==> src/dwp_pkg.sv <==
// Constants and types shared by the dual wiper two-wire slave.
// Assumes a single 10 MHz reference clock samples both bus lines.
//
// Overview of operation
// - Two independent 8-bit wiper registers, each choosing one of 256 taps.
// - Both wipers clear to zero at reset; nothing survives power loss.
// - Three address select pins form the low three slave address bits.
// - Address pins may change anytime; compared live when each address byte ends.
// - Data falling while clock high is a START condition.
// - Data rising while clock high is a STOP condition.
// - Transmitter changes data only while clock low; one clock pulse per bit.
// - Transfers begin only from an idle bus, both lines high.
// - First byte is 4-bit control code, three select bits, direction bit last.
// - Acknowledge the address byte only when code and select bits both match.
// - Acknowledge holds data low through the whole ninth clock high period.
// - Master does not acknowledge the last read byte; device releases data.
// - After a read address the device shifts data out with master clock.
// - Any number of bytes may pass between START and STOP.
// - Repeated START ends a transfer and restarts address decoding.
// - START and STOP delimit transfers in receive and transmit modes.
// - Every byte travels most significant bit first.
// - Works at 100 kHz and 400 kHz serial clock rates.
// - The receiving party generates each acknowledge bit.
// - Reads return wiper zero first, then wiper one.
// - Byte after a write address is a command: write zero, one, or both.
// - Write-zero command loads wiper zero, then optionally wiper one.
// - Write-both command loads the single data byte into both wipers.
package dwp_pkg;

  localparam int WIPER_W = 8;
  localparam logic [7:0] WIPER_RESET = 8'h00;

  // Command byte codes
  localparam logic [7:0] CMD_WR_ZERO = 8'ha9;
  localparam logic [7:0] CMD_WR_ONE = 8'haa;
  localparam logic [7:0] CMD_WR_BOTH = 8'haf;

  // Address byte field positions
  localparam int ADDR_CODE_MSB = 7;
  localparam int ADDR_CODE_LSB = 4;
  localparam int ADDR_SEL_MSB = 3;
  localparam int ADDR_SEL_LSB = 1;
  localparam int ADDR_DIR_BIT = 0;

  localparam logic [3:0] BITS_PER_BYTE = 4'h8;
  localparam int FIFO_DEPTH = 32;

  // Serial clock rates the sampler must keep up with
  localparam int REF_CLK_HZ = 10_000_000;
  localparam int FAST_SCL_HZ = 400_000;
  localparam int SAMPLES_PER_SCL = REF_CLK_HZ / FAST_SCL_HZ;

  typedef enum logic [1:0] {
    WR_NONE,
    WR_ZERO,
    WR_ONE,
    WR_BOTH
  } dwp_wr_kind_e;

  typedef enum logic [1:0] {
    PH_ADDR,
    PH_CMD,
    PH_DATA
  } dwp_phase_e;

  typedef struct packed {
    dwp_wr_kind_e kind;
    logic [7:0] data;
  } dwp_wr_req_s;

endpackage

==> src/dwp_slave.sv <==
// Two-wire slave holding two wiper positions, plus its write request FIFO.
// Assumes an external master drives the clock; both lines arrive
// asynchronously and are sampled by i_ref_clk.
`timescale 1ns/1ps

////////////////////////////////////////////////////////////////////////////////
module dwp_fifo #(
  parameter int WIDTH = 10,
  parameter int DEPTH = 32
) (
  // Clock and reset
  input wire logic i_ref_clk,
  input wire logic i_sys_rst,
  // Fill side
  input wire logic i_in_valid,
  output logic o_in_ready,
  input wire logic [WIDTH-1:0] i_in_data,
  // Drain side
  output logic o_out_valid,
  input wire logic i_out_ready,
  output logic [WIDTH-1:0] o_out_data
);

  localparam int AW = $clog2(DEPTH);

  logic [WIDTH-1:0] mem [DEPTH];
  logic [AW-1:0] wr_ptr;
  logic [AW-1:0] rd_ptr;
  logic [AW:0] count;
  logic push;
  logic pop;

  assign push = i_in_valid && o_in_ready;
  assign pop = o_out_valid && i_out_ready;
  assign o_in_ready = (count != (AW+1)'(DEPTH));
  assign o_out_valid = (count != '0);
  assign o_out_data = mem[rd_ptr];

  always_ff @(posedge i_ref_clk) begin
    if (push) begin
      mem[wr_ptr] <= i_in_data;
    end
  end

  always_ff @(posedge i_ref_clk or posedge i_sys_rst) begin
    if (i_sys_rst) begin
      wr_ptr <= '0;
      rd_ptr <= '0;
      count <= '0;
    end else begin
      if (push) begin
        wr_ptr <= (wr_ptr == AW'(DEPTH - 1)) ? '0 : wr_ptr + 1'b1;
      end
      if (pop) begin
        rd_ptr <= (rd_ptr == AW'(DEPTH - 1)) ? '0 : rd_ptr + 1'b1;
      end
      if (push && !pop) begin
        count <= count + 1'b1;
      end else if (pop && !push) begin
        count <= count - 1'b1;
      end
    end
  end

endmodule

////////////////////////////////////////////////////////////////////////////////
module dwp_slave #(
  // Fixed upper address nibble; value is arbitrary
  parameter logic [3:0] CTRL_CODE = 4'ha,
  parameter int FIFO_DEPTH = dwp_pkg::FIFO_DEPTH
) (
  // Clock and reset
  input wire logic i_ref_clk,
  input wire logic i_sys_rst,
  // Two-wire bus
  input wire logic i_scl,
  input wire logic i_sda,
  output logic o_sda,
  output logic o_sda_oe_n,
  // Address straps
  input wire logic [2:0] i_addr_select_pins,
  // Wiper positions
  output logic [dwp_pkg::WIPER_W-1:0] o_wiper_zero_position,
  output logic [dwp_pkg::WIPER_W-1:0] o_wiper_one_position
);

  typedef enum logic [2:0] {
    ST_IDLE,
    ST_RX,
    ST_ACK,
    ST_TX,
    ST_MACK
  } dwp_state_e;

  //////////////////////////////////////////////////////////////////////////////
  // Input synchronisers and bus event detection

  logic [1:0] scl_sync;
  logic [1:0] sda_sync;
  logic [2:0] addr_meta;
  logic [2:0] addr_live;
  logic scl_prev;
  logic sda_prev;

  always_ff @(posedge i_ref_clk or posedge i_sys_rst) begin
    if (i_sys_rst) begin
      scl_sync <= 2'h3;
      sda_sync <= 2'h3;
      scl_prev <= 1'b1;
      sda_prev <= 1'b1;
    end else begin
      scl_sync <= {scl_sync[0], i_scl};
      sda_sync <= {sda_sync[0], i_sda};
      scl_prev <= scl_sync[1];
      sda_prev <= sda_sync[1];
    end
  end

  // Straps are resampled every cycle through two flops, so a change takes effect two cycles later
  always_ff @(posedge i_ref_clk or posedge i_sys_rst) begin
    if (i_sys_rst) begin
      addr_meta <= 3'h0;
      addr_live <= 3'h0;
    end else begin
      addr_meta <= i_addr_select_pins;
      addr_live <= addr_meta;
    end
  end

  logic scl_s;
  logic sda_s;
  logic scl_rise;
  logic scl_fall;
  logic start_det;
  logic stop_det;

  assign scl_s = scl_sync[1];
  assign sda_s = sda_sync[1];
  assign scl_rise = scl_s && !scl_prev;
  assign scl_fall = !scl_s && scl_prev;
  // Clock must be high in both samples so a clock edge never fakes a condition
  assign start_det = scl_s && scl_prev && sda_prev && !sda_s;
  assign stop_det = scl_s && scl_prev && !sda_prev && sda_s;

  //////////////////////////////////////////////////////////////////////////////
  // Byte decode helpers

  function automatic logic addr_match(input logic [7:0] b, input logic [2:0] sel);
    addr_match = (b[dwp_pkg::ADDR_CODE_MSB:dwp_pkg::ADDR_CODE_LSB] == CTRL_CODE) &&
                 (b[dwp_pkg::ADDR_SEL_MSB:dwp_pkg::ADDR_SEL_LSB] == sel);
  endfunction

  function automatic dwp_pkg::dwp_wr_kind_e first_kind(input logic [7:0] cmd);
    if (cmd == dwp_pkg::CMD_WR_ZERO) begin
      first_kind = dwp_pkg::WR_ZERO;
    end else if (cmd == dwp_pkg::CMD_WR_ONE) begin
      first_kind = dwp_pkg::WR_ONE;
    end else if (cmd == dwp_pkg::CMD_WR_BOTH) begin
      first_kind = dwp_pkg::WR_BOTH;
    end else begin
      first_kind = dwp_pkg::WR_NONE;
    end
  endfunction

  //////////////////////////////////////////////////////////////////////////////
  // Serial engine

  dwp_state_e state;
  dwp_pkg::dwp_phase_e phase;
  dwp_pkg::dwp_wr_kind_e next_kind;
  logic [7:0] shreg;
  logic [3:0] bit_cnt;
  logic rd_dir;
  logic do_ack;
  logic mst_ack;
  logic rd_sel_one;
  logic fifo_in_valid;
  logic fifo_in_ready;
  dwp_pkg::dwp_wr_req_s fifo_in_data;

  // Byte complete: eight rising edges seen and clock now falling
  logic byte_done;
  assign byte_done = (state == ST_RX) && scl_fall && (bit_cnt == dwp_pkg::BITS_PER_BYTE);

  assign fifo_in_data = '{kind: next_kind, data: shreg};
  assign fifo_in_valid = byte_done && (phase == dwp_pkg::PH_DATA) &&
                         (next_kind != dwp_pkg::WR_NONE);

  always_ff @(posedge i_ref_clk or posedge i_sys_rst) begin
    if (i_sys_rst) begin
      state <= ST_IDLE;
      phase <= dwp_pkg::PH_ADDR;
      next_kind <= dwp_pkg::WR_NONE;
      shreg <= 8'h00;
      bit_cnt <= 4'h0;
      rd_dir <= 1'b0;
      do_ack <= 1'b0;
      mst_ack <= 1'b0;
      rd_sel_one <= 1'b0;
      o_sda_oe_n <= 1'b1;
    end else if (start_det) begin
      // Repeated or first START: always restart address decoding
      state <= ST_RX;
      phase <= dwp_pkg::PH_ADDR;
      bit_cnt <= 4'h0;
      o_sda_oe_n <= 1'b1;
    end else if (stop_det) begin
      state <= ST_IDLE;
      o_sda_oe_n <= 1'b1;
    end else begin
      case (state)
        ST_IDLE: begin
          o_sda_oe_n <= 1'b1;
        end
        ST_RX: begin
          if (scl_rise && bit_cnt != dwp_pkg::BITS_PER_BYTE) begin
            shreg <= {shreg[6:0], sda_s};
            bit_cnt <= bit_cnt + 4'h1;
          end else if (byte_done) begin
            state <= ST_ACK;
            case (phase)
              dwp_pkg::PH_ADDR: begin
                if (addr_match(shreg, addr_live)) begin
                  rd_dir <= shreg[dwp_pkg::ADDR_DIR_BIT];
                  do_ack <= 1'b1;
                  o_sda_oe_n <= 1'b0;
                end else begin
                  state <= ST_IDLE;
                end
              end
              dwp_pkg::PH_CMD: begin
                next_kind <= first_kind(shreg);
                phase <= dwp_pkg::PH_DATA;
                do_ack <= 1'b1;
                o_sda_oe_n <= 1'b0;
              end
              default: begin
                // Extra bytes are acknowledged and dropped
                if (next_kind == dwp_pkg::WR_ZERO) begin
                  next_kind <= dwp_pkg::WR_ONE;
                end else begin
                  next_kind <= dwp_pkg::WR_NONE;
                end
                // A full queue refuses the byte with a not-acknowledge
                do_ack <= fifo_in_ready || !fifo_in_valid;
                o_sda_oe_n <= !(fifo_in_ready || !fifo_in_valid);
              end
            endcase
          end
        end
        ST_ACK: begin
          if (scl_fall) begin
            bit_cnt <= 4'h0;
            if (phase == dwp_pkg::PH_ADDR && rd_dir && do_ack) begin
              // First read byte goes out on the same falling edge
              state <= ST_TX;
              shreg <= o_wiper_zero_position;
              rd_sel_one <= 1'b1;
              o_sda_oe_n <= o_wiper_zero_position[7];
            end else begin
              if (phase == dwp_pkg::PH_ADDR) begin
                phase <= dwp_pkg::PH_CMD;
              end
              state <= ST_RX;
              o_sda_oe_n <= 1'b1;
            end
          end
        end
        ST_TX: begin
          if (scl_fall) begin
            if (bit_cnt == 4'h7) begin
              state <= ST_MACK;
              o_sda_oe_n <= 1'b1;
            end else begin
              shreg <= {shreg[6:0], 1'b0};
              bit_cnt <= bit_cnt + 4'h1;
              o_sda_oe_n <= shreg[6];
            end
          end
        end
        ST_MACK: begin
          if (scl_rise) begin
            mst_ack <= !sda_s;
          end else if (scl_fall) begin
            bit_cnt <= 4'h0;
            if (mst_ack) begin
              state <= ST_TX;
              shreg <= rd_sel_one ? o_wiper_one_position : o_wiper_zero_position;
              o_sda_oe_n <= rd_sel_one ? o_wiper_one_position[7] : o_wiper_zero_position[7];
              rd_sel_one <= !rd_sel_one;
            end else begin
              state <= ST_IDLE;
              o_sda_oe_n <= 1'b1;
            end
          end
        end
        default: begin
          state <= ST_IDLE;
        end
      endcase
    end
  end

  // Pull-down only: the data value is a constant low
  always_ff @(posedge i_ref_clk or posedge i_sys_rst) begin
    if (i_sys_rst) begin
      o_sda <= 1'b0;
    end else begin
      o_sda <= 1'b0;
    end
  end

  //////////////////////////////////////////////////////////////////////////////
  // Write queue and wiper update

  logic fifo_out_valid;
  logic fifo_out_ready;
  dwp_pkg::dwp_wr_req_s fifo_out_data;

  // Hold updates while a byte is shifting out so a read never sees a torn
  // value; the queue drains in a few cycles, far faster than any bus byte.
  assign fifo_out_ready = (state != ST_TX);

  dwp_fifo #(
    .WIDTH($bits(dwp_pkg::dwp_wr_req_s)),
    .DEPTH(FIFO_DEPTH)
  ) u_fifo (
    .i_ref_clk(i_ref_clk),
    .i_sys_rst(i_sys_rst),
    .i_in_valid(fifo_in_valid),
    .o_in_ready(fifo_in_ready),
    .i_in_data(fifo_in_data),
    .o_out_valid(fifo_out_valid),
    .i_out_ready(fifo_out_ready),
    .o_out_data(fifo_out_data)
  );

  always_ff @(posedge i_ref_clk or posedge i_sys_rst) begin
    if (i_sys_rst) begin
      o_wiper_zero_position <= dwp_pkg::WIPER_RESET;
      o_wiper_one_position <= dwp_pkg::WIPER_RESET;
    end else if (fifo_out_valid && fifo_out_ready) begin
      if (fifo_out_data.kind == dwp_pkg::WR_ZERO ||
          fifo_out_data.kind == dwp_pkg::WR_BOTH) begin
        o_wiper_zero_position <= fifo_out_data.data;
      end
      if (fifo_out_data.kind == dwp_pkg::WR_ONE ||
          fifo_out_data.kind == dwp_pkg::WR_BOTH) begin
        o_wiper_one_position <= fifo_out_data.data;
      end
    end
  end

endmodule
==> config.mk <==
export PLATFORM = sky130hd
export DESIGN_NAME = dwp_slave
export DESIGN_NICKNAME = d
export VERILOG_FILES = /design/src/dwp_pkg.sv /design/src/dwp_slave.sv
export SDC_FILE = /design/constraint.sdc
export NUM_CORES = 1
export LEC_CHECK = 0
export ABC_AREA = 1
export ABC_CLOCK_PERIOD_IN_PS = 5700
export BUFFER_PORTS_ARGS = -buffer_cell sky130_fd_sc_hd__clkbuf_2
export CORE_AREA = 2 2 193 195
export DETAILED_ROUTE_END_ITERATION = 8
export DIE_AREA = 0 0 195 197
export SETUP_SLACK_MARGIN = 0.3
export SKIP_CTS_REPAIR_TIMING = 1
export SYNTH_ARGS = -nofsm -noshare
export SYNTH_HDL_FRONTEND = slang
export SYNTH_SLANG_ARGS = --single-unit
==> constraint.sdc <==
create_clock -name i_ref_clk -period 5.7 [get_ports i_ref_clk]
set_input_delay 0.57 -clock i_ref_clk [delete_from_list [all_inputs] [get_ports i_ref_clk]]
set_output_delay 0.57 -clock i_ref_clk [all_outputs]
set_load 0.05 [all_outputs]
Word-level counts from Yosys, hierarchy flattened:

Memory sizes are Yosys's and may differ from the RTL's.
Index checks and enable logic that the tools add are counted.

* $add $sub $neg: 5
* eq/ne operators: 51
* mux-type cells: 75
* bitwise gates (word level): 4
* reductions and logical operators: 53

Operator list (count)
* 2-to-1 mux 8 bit: 9
* 2-to-1 mux 2 bit: 16
* != test 4 bit (second input constant): 8
* case mux 8 bit (4 select lines): 1
* AND reduction 8 bit: 4
* 2-to-1 mux 4 bit: 7
* 2-to-1 mux 3 bit: 9
* != test 3 bit (second input constant): 9
* == test 8 bit (second input constant): 3
* 2-to-1 mux 1 bit: 21
* logical AND 1 bit: 19
* != test 2 bit (second input constant): 9
* AND reduction 6 bit: 3
* case mux 4 bit (4 select lines): 1
* case mux 3 bit (5 select lines): 1
* 2-to-1 mux 6 bit: 2
* AND reduction 11 bit: 1
* adder 5 x 1 -> 5 bit (second input constant): 2
* == test 5 bit (second input constant): 2
* 2-to-1 mux 5 bit: 2
* logical NOT 1 bit: 9
* != test 3 x 2 -> 1 bit (second input constant): 3
* == test 4 bit (second input constant): 2
* case mux 2 bit (2 select lines): 2
* other kinds (28): 43

* register bits: 68
* memory bits (writable): 320
* input port bits: 7
* output and inout bits: 18
* word-level logic and storage cells: 210
* memories: 1

Memories
* u_fifo.mem: words 32, width 10, read ports 1, clocked after Yosys merged registers in 0, write ports 1, RTL line dwp_slave.sv:26 `logic [WIDTH-1:0] mem [DEPTH];`

Depth between registers and ports, before layout:

Gate-level depths: netlist of the first run.

* depth in word-level cells: 15
* mapped depth: 19
* gate-level depth less buffers: 18

Hierarchy:

A second synthesis of the first run with hierarchy kept.

* cell total of the unflattened synthesis: 1753
* area, all modules: 17420.5 um^2

Modules (own cells, without submodules)
* dwp_fifo: instances 1, cells each 1397, area each 14624.0 um^2, sequential area each 10009.6 um^2
* dwp_slave: instances 1, cells each 356, area each 2796.4 um^2, sequential area each 1310.0 um^2

Worst setup path after synthesis of the first run:

OpenSTA, ideal clock, no wires.

* path kind: register to register
* start point: reg next_kind[0]
* end point: reg u_fifo.count[5]
* setup time: 0.117 ns
* arrival: 2.519 ns
* data required time: 5.583 ns
* setup slack: 3.065 ns
* cell stages (with the launch flop): 17
* path buffers: 1
* period minus slack after synthesis: 2.635 ns
* cells stage by stage: dfrtp_1 o211a_1 nand3_1 inv_1 buf_4 ha_1 inv_1 ha_1 nand3_1 nand3_1 nand2_1 a21oi_1 nor2_1 nand2_1 nand2_1 nand2_1 nand2_1

* longest elaborated chain between the ends: 6
* elaborated cells between the ends (all ways): 8
* classes of those cells: 1 x mux; 7 x reduce/logical

RTL lines
* start: declaration: RTL line dwp_slave.sv:171 `dwp_pkg::dwp_wr_kind_e next_kind;`
* start signal: assignment: RTL line dwp_slave.sv:194 `next_kind <= dwp_pkg::WR_NONE;`
* start signal: assignment: RTL line dwp_slave.sv:233 `next_kind <= first_kind(shreg);`
* start signal: assignment: RTL line dwp_slave.sv:241 `next_kind <= dwp_pkg::WR_ONE;`
* nonzero test 2 bit (*): RTL line dwp_slave.sv:188 `(next_kind != dwp_pkg::WR_NONE);`
* logical AND 1 bit (*): RTL line dwp_slave.sv:187 `assign fifo_in_valid = byte_done && (phase == dwp_pkg::PH_DATA) &&`
* logical AND 1 bit (*): RTL line dwp_slave.sv:33 `assign push = i_in_valid && o_in_ready;`
* named net u_fifo.push: RTL line dwp_slave.sv:30 `logic push;`
* logical NOT 1 bit: RTL line dwp_slave.sv:59 `end else if (pop && !push) begin`
* logical AND 1 bit: RTL line dwp_slave.sv:59
* nonzero test 2 bit (no line)
* end signal: assignment: RTL line dwp_slave.sv:58 `count <= count + 1'b1;`
* end signal: assignment: RTL line dwp_slave.sv:60 `count <= count - 1'b1;`
* end: declaration: RTL line dwp_slave.sv:29 `logic [AW:0] count;`

Mark *: on every way through the listed nets, which the timed path passes. The rest lies on a longest branch.
A chain may end at the register's enable or synchronous reset.

Worst setup path in the final report of the first run:

* start point: reg u_fifo.rd_ptr[0]
* end point: reg o_wiper_one_position[2] (netlist bit)

* longest elaborated chain between the ends: 4
* elaborated cells between the ends (all ways): 5
* classes of those cells: 2 x eq/ne; 2 x reduce/logical; 1 x memory

RTL lines
* start: declaration: RTL line dwp_slave.sv:28 `logic [AW-1:0] rd_ptr;`
* start signal: assignment: RTL line dwp_slave.sv:55 `rd_ptr <= (rd_ptr == AW'(DEPTH - 1)) ? '0 : rd_ptr + 1'b1;`
* memory read (32 x 10 bit) (*)
* == test 2 bit, on equally long branches: RTL line dwp_slave.sv:348, dwp_slave.sv:349
* logical OR 1 bit: RTL line dwp_slave.sv:348 `if (fifo_out_data.kind == dwp_pkg::WR_ONE ||`
* AND reduction 2 bit (no line)
* end signal: assignment: RTL line dwp_slave.sv:342 `o_wiper_one_position <= dwp_pkg::WIPER_RESET;`
* end signal: assignment: RTL line dwp_slave.sv:350 `o_wiper_one_position <= fifo_out_data.data;`
* end: declaration: RTL line dwp_slave.sv:85 `output logic [dwp_pkg::WIPER_W-1:0] o_wiper_one_position`

Mark *: on every way between the ends. The rest lies on a longest branch, timed or not.

==> impl_metrics.yaml, run 1 <==
power_and_ir_drop:
  ir_drop_mv: 0.2150
  p_leak_uw: 0.007506
  powerDensity_mw_per_mm2: 344.4
routing:
  antenna_violating_nets_post_route: 0
  wirelength_mm: 41.87
  drtIter0Drc: 1026
  drt-wirelength-per-cell_um: 19.36
  drt_first_pass_iters: 5
  avgViaCountPerCell: 5.356
  drcViolationCount: 0
  via_count: 11590
timing:
  setup_slack_ns: 2.362
  min_period_over_period_pct: 58.56
  skew_ns: 0.02447
  tightestPinTransition_ns: 1.158
  slew_headroom_pct: 22.52
  period_minus_slack_ns: 3.338
  rsz0062_at_grt: "false"
  slew_violations: 0
  finalHoldViolCount: 0
  fin_setup_tns_ns: 0
  max_freq_mhz: 299.6
  setup_viol: 0
placement:
  dpl.hpwl_mm: 25.47
  finalWeightedCongestion: 0.9036
  pre_cts_ws_ns: 2.372
  port_buffers: 23
  post_dp_cell_area_mm2: 0.01733
global_routing:
  grt_pass1_vias: 11200
  grt_usage_pct: 22.19
  grt.overflow.total: 0
  grt_start_max_net_pins: 104
  grt_pass1_wl_mm: 65.28
  antenna_found_initial: 0
setup_path:
  reg2reg_to: "o_wiper_one_position[2]"
  start_kind: "flop"
  arrival_ns: 3.80
  crit_chain: "inv_4, buf_4, nand2_1, nand3_1, nand3_1, nand3_1, nand2_1, nand3_1, nand2_1, nand2_1"
  endpoint_kind: "flop"
  cp_slowest_cell: "inv_4"
  max_stage_delay_ns: 0.79
  worstPathMaxFanout: 103
  r2r_cells: 10
  crit_type: "reg -> reg"
  worstPathRequired_ns: 6.16
  rr_startpoint: "u_fifo.rd_ptr[0]"
  rrSetupSlack_ns: 2.36
logic_synthesis:
  yosysSeqAreaShare_pct: 67.22
  syn_area_per_cell_um2: 10.22
  yosysTopAreaCellShare_pct: 57.07
  syn_area_mm2: 0.01684
  synth.net_count: 1670
  ys_types: 38
  ys_async_sr_fraction_pct: 17.53
  synth.area.top_cells: "edfxtp_1 (57%), nand2_1 (11%), dfrtp_1 (9.1%), nor2_1 (5.1%), nand3_1 (4.9%)"
  yosysWarnings: 0
  synth_flop_cell: "edfxtp_1"
  synth_edf_count: 320
  synth-seq-cells: 388
  synth_top_cell_by_area: "edfxtp_1"
  syn_inst: 1647
clock_tree:
  clockBufferDepth: 3
  cts_buffers: 42
  cts.sinks: 388
  cts_tree: "built"
  htree_levels: 2
  clkTransAtPathRegs_ns: 0.06
  worstSkewPairLatency_ns: 0.54
  root_buffer: "clkbuf_16"
floorplan:
  ios: 25
  die_x_um: 195
  core_mm2: 0.03626
  initial_core_util_pct: 46.44
  die_area_mm2: 0.03842
  fp-row-count: 70
  fp.dieH_um: 197
finish:
  multi_input_area_mm2: 0.004741
  nets: 1687
  n_antenna_cell: 0
  area_growth_pct: 10.91
  n_fill_cell: 3264
  utilization_pct: 51.50
  sequential_cell_area_mm2: 0.01132
  final_common_cell: "nand2_1"
  layout-drive-gt1-share_pct: 8.083
  final_area_mm2: 0.01868
  layout_common_cells: "nand2_1 (473), edfxtp_1 (320), nor2_1 (231), nand3_1 (166), o21ai_0 (100)"
worst_hold_path:
  min_path_cells: 1
  min_path_type: "in -> reg"
  min_to: "scl_sync[0]"
  hold_start: "i_scl"
flow_run:
  drv_cap: 0
status:
  outcome: "complete, no violations"
## worst max-delay path, delay by kind of cell (launching register included)
kind / cells / cell delay [ns]
DFF: 1 / 0.66
buffers and inverters: 2 / 1.44
and+or+nand+nor: 8 / 1.09
## how the worst max path moves through the flow
stage	from	endpoint	slack, ns	depth (start not counted)
finish	u_fifo.rd_ptr[0]	o_wiper_one_position[2]	2.36	10
global route	u_fifo.rd_ptr[0]	o_wiper_one_position[2]	2.01	11
detailed placement	u_fifo.rd_ptr[0]	o_wiper_one_position[2]	2.37	11
floorplan	next_kind[0]	u_fifo.count[5]	3.06	16
CTS	u_fifo.rd_ptr[0]	o_wiper_one_position[2]	2.33	11
global placement	u_fifo.rd_ptr[0]	o_wiper_one_position[7]	2.44	10
## metrics by stage
step | hold WS (ns) | std cells | power, µW
floorplan | 0.3312 | 1647 | 3590
detailed placement | 0.3371 | 2088 | 3826
global placement | 0.3349 | 2088 | 3818
CTS | 0.1074 | 2163 | 6478
finish | 0.1248 | 2163 | 6432
global route | 0.1119 | 2163 | 6643
## Yosys cell counts (all sizes together) (2+ instances only)
master / instances
xor2: 2
inv: 108
nor3: 13
nand3: 168
o211ai: 2
a31oi: 2
dfrtp: 61
nor2: 235
a21oi: 37
nand2: 478
dfstp: 7
buf: 52
edfxtp: 320
clkinv: 2
ha: 15
xnor2: 2
or2: 3
clkbuf: 18
nand4: 3
o21ai: 113
## sequential cells by signal, indices dropped and copies added (netlist names), 4 cells and up
name	count
bit_cnt	4
u_fifo.mem	320
u_fifo.rd_ptr	5
u_fifo.wr_ptr	5
o_wiper_one_position	8
shreg	8
u_fifo.count	6
o_wiper_zero_position	8
## power breakdown
group	internal, µW	leakage (µW)	switching [µW]
clock network	1600	0.000660	1070
registers	3290	0.00388	47.4
logic	76.7	0.00297	351
total	4960	0.00751	1470
## layout make-up
| type | count | share of cell area (%) |
|---|---|---|
| clock inverters | 19 | 1.012 |
| well taps | 468 | 3.135 |
| multi-input cells | 1079 | 25.39 |
| flip-flops and latches | 388 | 60.64 |
| inverters | 110 | 2.224 |
| repair buffers | 43 | 1.420 |
| clock buffers | 56 | 6.184 |
## metal layers
metal | GRT usage (%) | part of all wire, %
met5 | 0 | 0
met4 | 7.831 | 3.4
met3 | 3.474 | 6.5
met2 | 36.15 | 47
met1 | 30.46 | 43
## logic make-up (layout without fill, tap and decap cells)
group	after synthesis	count (layout)	share of synthesized area [%]
AO/OA/AOI/OAI	157	157	4.815
flip-flops	388	388	67.22
adder cells (fa/ha/maj)	16	16	1.233
XOR/XNOR	4	4	0.2081
other	1	1	0.02227
AND/OR/NAND/NOR	901	901	21.88
buffers and inverters	180	228	4.622
No activity file was read; power rests on OpenSTA's default activity.
==> run 2: changes to the inputs <==
--- a/config.mk
+++ b/config.mk
@@ -6,7 +6,7 @@
 export NUM_CORES = 1
 export LEC_CHECK = 0
 export ABC_AREA = 1
-export ABC_CLOCK_PERIOD_IN_PS = 5700
+export ABC_CLOCK_PERIOD_IN_PS = 2900
 export BUFFER_PORTS_ARGS = -buffer_cell sky130_fd_sc_hd__clkbuf_2
 export CORE_AREA = 2 2 193 195
 export DETAILED_ROUTE_END_ITERATION = 8
==> constraint.sdc (replaced) <==
create_clock -name i_ref_clk -period 2.9 [get_ports i_ref_clk]
set_input_delay 0.29 -clock i_ref_clk [delete_from_list [all_inputs] [get_ports i_ref_clk]]
set_output_delay 0.29 -clock i_ref_clk [all_outputs]
set_load 0.05 [all_outputs]
==> impl_metrics.yaml, run 2 (synthesis results as in run 1) <==
setup_path:
  reg2reg_to: "u_fifo.count[5]"
  cp_top_family: "simple AND/OR/NAND/NOR gates"
  rr_startpoint: "bit_cnt[0]"
  worstPathRequired_ns: 3.33
  crit_chain: "inv_2, ha_1, nand2_2, nor3_4, nand3_2, inv_2, ha_4, inv_4, ha_1, nand3_1, nand3_2, nand2_1, a21oi_2, nor2_1, nand2_1, nand2_1, nand2_1, nand2_1"
  cp_slowest_cell: "dfrtp_1"
  max_stage_delay_ns: 0.42
  rrSetupSlack_ns: 0.41
  path_common_cell: "nand2_1"
  arrival_ns: 2.92
  start_kind: "flop"
  worstPathMaxFanout: 5
  endpoint_kind: "flop"
  crit_type: "reg -> reg"
  r2r_cells: 18
  critPathBufInv: 3
  cp-startpoint: "bit_cnt[0]"
clock_tree:
  cts_tree: "built"
  clockBufferDepth: 3
  clkTransAtPathRegs_ns: 0.06
  cts.sinks: 388
  root_buffer: "clkbuf_16"
  htree_levels: 2
  cts_buffers: 42
  worstSkewPairLatency_ns: 0.54
timing:
  skew_ns: 0.02652
  rsz0062_at_grt: "true"
  setup_slack_ns: 0.4065
  slew_headroom_pct: 64.98
  max_freq_mhz: 401.0
  period_minus_slack_ns: 2.493
  slew_violations: 0
  setup_viol: 0
  min_period_over_period_pct: 85.98
  tightestPinTransition_ns: 0.5247
  finalHoldViolCount: 0
  hold_ws_ns: 0.3197
  fin_setup_tns_ns: 0
power_and_ir_drop:
  ir_drop_mv: 0.5002
  p_leak_uw: 0.007746
  powerDensity_mw_per_mm2: 645.6
finish:
  nets: 1738
  layout_common_cells: "nand2_1 (468), edfxtp_1 (320), nor2_1 (231), nand3_1 (164), o21ai_0 (100)"
  n_antenna_cell: 0
  final_area_mm2: 0.01914
  largest-register: "u_fifo.mem"
  final_common_cell: "nand2_1"
  area_growth_pct: 13.66
  largest_reg_flops: 320
  layout-drive-gt1-share_pct: 11.56
placement:
  pre_cts_ws_ns: 0.1967
  finalWeightedCongestion: 0.8624
  post_dp_cell_area_mm2: 0.01770
  port_buffers: 23
  dpl.hpwl_mm: 25.79
routing:
  drcViolationCount: 0
  wirelength_mm: 40.44
  drt-wirelength-per-cell_um: 18.25
  avgViaCountPerCell: 5.228
  via_count: 11590
  drt_first_pass_iters: 5
  drtIter0Drc: 931
  antenna_violating_nets_post_route: 0
floorplan:
  initial_core_util_pct: 46.44
  core_mm2: 0.03626
  die_x_um: 195
  die_area_mm2: 0.03842
  fp-row-count: 70
  fp.dieH_um: 197
  ios: 25
global_routing:
  met2_usage_pct: 36.43
  grt_start_max_net_pins: 101
  top_usage_layer: "met2"
  grt.overflow.total: 0
  grt_pass1_vias: 11340
  grt_usage_pct: 21.40
  grt_util_met3_pct: 2.789
  antenna_found_initial: 1
  use_met1_pct: 29.00
  grt_pass1_wl_mm: 63.54
status:
  outcome: "complete, no violations"
worst_hold_path:
  min_path_type: "in -> async"
flow_run:
  drv_cap: 0
[run 2: changes by cell type in the layout (fill, tap and decap cells not counted), sizes merged]
cell,delta
clkinv,+6
inv,+3
bufinv,-3
dlygate4sd3,+6
clkbuf,-7
clkinvlp,+3
buf,+45
[run 2: worst max path at each step]
| stage | to | depth (start not counted) |
|---|---|---|
| global placement | u_fifo.count[5] | 16 |
| floorplan | u_fifo.count[5] | 16 |
| global route | u_fifo.count[5] | 18 |
| detailed placement | u_fifo.count[5] | 16 |
| finish | u_fifo.count[5] | 18 |
| CTS | u_fifo.count[5] | 16 |
[run 2: stage by stage]
step / util, % / total power, µW / std cells
2_1_floorplan: - / 7058 / 1647
3_3_place_gp: 48.83 / 7494 / 2130
3_5_place_dp: 48.83 / 7522 / 2130
4_1_cts: 52.36 / 12450 / 2207
5_1_grt: 52.78 / 12750 / 2216
6_report: 52.78 / 12360 / 2216
[run 2: layer usage]
layer,vias up,routed length (µm)
met5,-,0
met4,0,1034
met3,67,2008
met2,282,19620
met1,5592,17780
li1,5645,-
[run 2: cell type report]
type	count	area [µm²]
Sequential cell	388	11330
Tap cell	468	585.6
Fill cell	3260	17120
Multi-Input combinational cell	1079	4816
Clock inverter	28	193.9
Inverter	110	417.9
Timing Repair Buffer	94	713.2
Clock buffer	49	1087
[run 2: power by group]
group | switching (µW) | internal, µW | total, µW
registers | 69.8 | 6460 | 6530
logic | 706 | 166 | 872
clock network | 2160 | 2800 | 4960
total | 2930 | 9420 | 12400
[run 2: worst reg2reg max path: stages, from the launching register on]
cell     delay, ns
dfrtp_1       0.42
inv_2         0.08
ha_1          0.15
nand2_2       0.09
nor3_4        0.25
nand3_2       0.12
inv_2         0.10
ha_4          0.17
inv_4         0.06
ha_1          0.27
nand3_1       0.09
nand3_2       0.08
nand2_1       0.08
a21oi_2       0.18
nor2_1        0.06
nand2_1       0.05
nand2_1       0.05
nand2_1       0.06
nand2_1       0.04
==> run 3: changes to the inputs <==
--- a/config.mk
+++ b/config.mk
@@ -9,6 +9,7 @@
 export ABC_CLOCK_PERIOD_IN_PS = 2900
 export BUFFER_PORTS_ARGS = -buffer_cell sky130_fd_sc_hd__clkbuf_2
 export CORE_AREA = 2 2 193 195
+export CTS_BUF_LIST = sky130_fd_sc_hd__clkbuf_2
 export DETAILED_ROUTE_END_ITERATION = 8
 export DIE_AREA = 0 0 195 197
 export SETUP_SLACK_MARGIN = 0.3
==> impl_metrics.yaml, run 3 (synthesis results as in run 1) <==
worst_hold_path:
  min_path_type: "reg -> reg"
routing:
  drtIter0Drc: 950
  avgViaCountPerCell: 5.149
  antenna_violating_nets_post_route: 0
  drt_first_pass_iters: 5
  wirelength_mm: 41.00
  drt-wirelength-per-cell_um: 17.63
  via_count: 11970
  drcViolationCount: 0
power_and_ir_drop:
  powerDensity_mw_per_mm2: 586.9
  switchingPower_uw: 3005
  internal_power_uw: 8021
  p_leak_uw: 0.007822
  pwr-share-clk_pct: 32.9
  p_total_uw: 11030
  comb_power_share_pct: 8.0
  ir_drop_mv: 0.3030
  pwr-share-seq_pct: 59.1
  switching_share_pct: 27.26
finish:
  layout-drive-gt1-share_pct: 16.16
  largest-register: "u_fifo.mem"
  final_common_cell: "nand2_1"
  stdcell_count: 2325
  largest_reg_flops: 320
  area_growth_pct: 11.57
  layout_common_cells: "nand2_1 (469), edfxtp_1 (320), nor2_1 (231), clkbuf_2 (174), nand3_1 (164)"
  nets: 1799
setup_path:
  arrival_ns: 3.38
  crit_end: "u_fifo.count[5]"
  crit_type: "reg -> reg"
  worstPathMaxFanout: 5
  r2r_cells: 16
  start_kind: "flop"
  cp_slowest_cell: "dfstp_2"
  rrSetupSlack_ns: 0.41
  reg2reg_to: "u_fifo.count[5]"
  crit_chain: "nand2_1, nor3_4, nand3_2, inv_2, ha_4, inv_2, ha_1, nand3_1, nand3_1, nand2_1, a21oi_2, nor2_1, nand2_1, nand2_1, nand2_1, nand2_1"
  rr_startpoint: "scl_prev"
  cp.depth: 16
  cp-startpoint: "scl_prev"
  critPathBufInv: 2
  max_stage_delay_ns: 0.56
  endpoint_kind: "flop"
  worstPathRequired_ns: 3.79
  cp_top_family: "simple AND/OR/NAND/NOR gates"
  path_common_cell: "nand2_1"
floorplan:
  fp.dieH_um: 197
  die_area_mm2: 0.03842
  ios: 25
  fp-row-count: 70
  initial_core_util_pct: 46.44
  die_x_um: 195
  core_mm2: 0.03626
global_routing:
  top_usage_layer: "met2"
  grt.overflow.total: 0
  antenna_found_initial: 1
  grt_util_met3_pct: 4.158
  met2_usage_pct: 36.19
  grt_pass1_vias: 11750
  grt_start_max_net_pins: 101
  use_met1_pct: 28.63
  grt_pass1_wl_mm: 64.36
  grt_usage_pct: 21.88
placement:
  finalWeightedCongestion: 0.8624
  dpl.hpwl_mm: 25.79
  pre_cts_ws_ns: 0.1967
  dp_cells: 2130
  port_buffers: 23
timing:
  period_minus_slack_ns: 2.490
  finalHoldViolCount: 0
  slew_violations: 0
  min_period_over_period_pct: 85.87
  max_freq_mhz: 401.6
  rsz0062_at_grt: "true"
  skew_ns: 0.1066
  tightestPinTransition_ns: 0.5256
  setup_slack_ns: 0.4099
  slew_headroom_pct: 64.91
  fin_setup_tns_ns: 0
  setup_viol: 0
clock_tree:
  cts_buffers: 97
  cts.sinks: 388
  htree_levels: 3
  worstSkewPairLatency_ns: 1.05
  clkTransAtPathRegs_ns: 0.09
  root_buffer: "clkbuf_2"
  cts_tree: "built"
  clockBufferDepth: 3
status:
  outcome: "complete, no violations"
flow_run:
  drv_cap: 0
## run 3: cell types whose count changed in the layout (fill, tap and decap cells not counted), sizes merged
| cell | change |
|---|---|
| clkbuf | +102 |
| dlygate4sd3 | +6 |
| clkinv | +3 |
| inv | -3 |
| bufinv | -1 |
| clkinvlp | +1 |
| diode | +1 |
## run 3: worst min-delay path by stage
stage / start / to / slack, ns / depth (start not counted)
after floorplan: i_scl / scl_sync[0] / 0.29 / 0
after global placement: i_sys_rst / u_fifo.count[4] / 0.34 / 2
after detailed placement: i_sys_rst / u_fifo.count[4] / 0.35 / 2
after CTS: i_sys_rst / u_fifo.count[4] / -0.81 / 2
after global routing: i_sys_rst / u_fifo.count[4] / 0.37 / 4
final: scl_sync[0] / scl_sync[1] / 0.37 / 0
## run 3: per-layer routing
| metal | vias to the layer above | wire length [µm] |
|---|---|---|
| met4 | 0 | 1008 |
| met3 | 70 | 2473 |
| met2 | 326 | 19850 |
| met1 | 5743 | 17670 |
| met5 | - | 0 |
| li1 | 5832 | - |
## run 3: final cells by class
class	instances	area (µm²)
Timing Repair Buffer	100	773.2
Antenna cell	1	2.502
Tap cell	468	585.6
Multi-Input combinational cell	1079	4788
Inverter	110	415.4
Sequential cell	388	11330
Clock buffer	151	755.7
Clock inverter	28	140.1
Fill cell	3359	17470
## run 3: per-stage QoR
stage	instance area (µm²)	hold slack, ns	utilization, %
floorplan	16850	0.2945	-
global route	18790	0.3651	51.81
CTS	18600	-0.8124	51.30
global placement	17700	0.3418	48.83
detailed placement	17700	0.3465	48.83
finish	18790	0.3660	51.81
## run 3: power groups by stage
stage,Combinational [µW],Sequential [µW],Clock [µW]
3_3_place_gp,855,6640,0
3_5_place_dp,877,6640,0
5_1_grt,975,6530,4010
4_1_cts,879,6520,3760
2_1_floorplan,231,6830,0
6_report,884,6520,3620
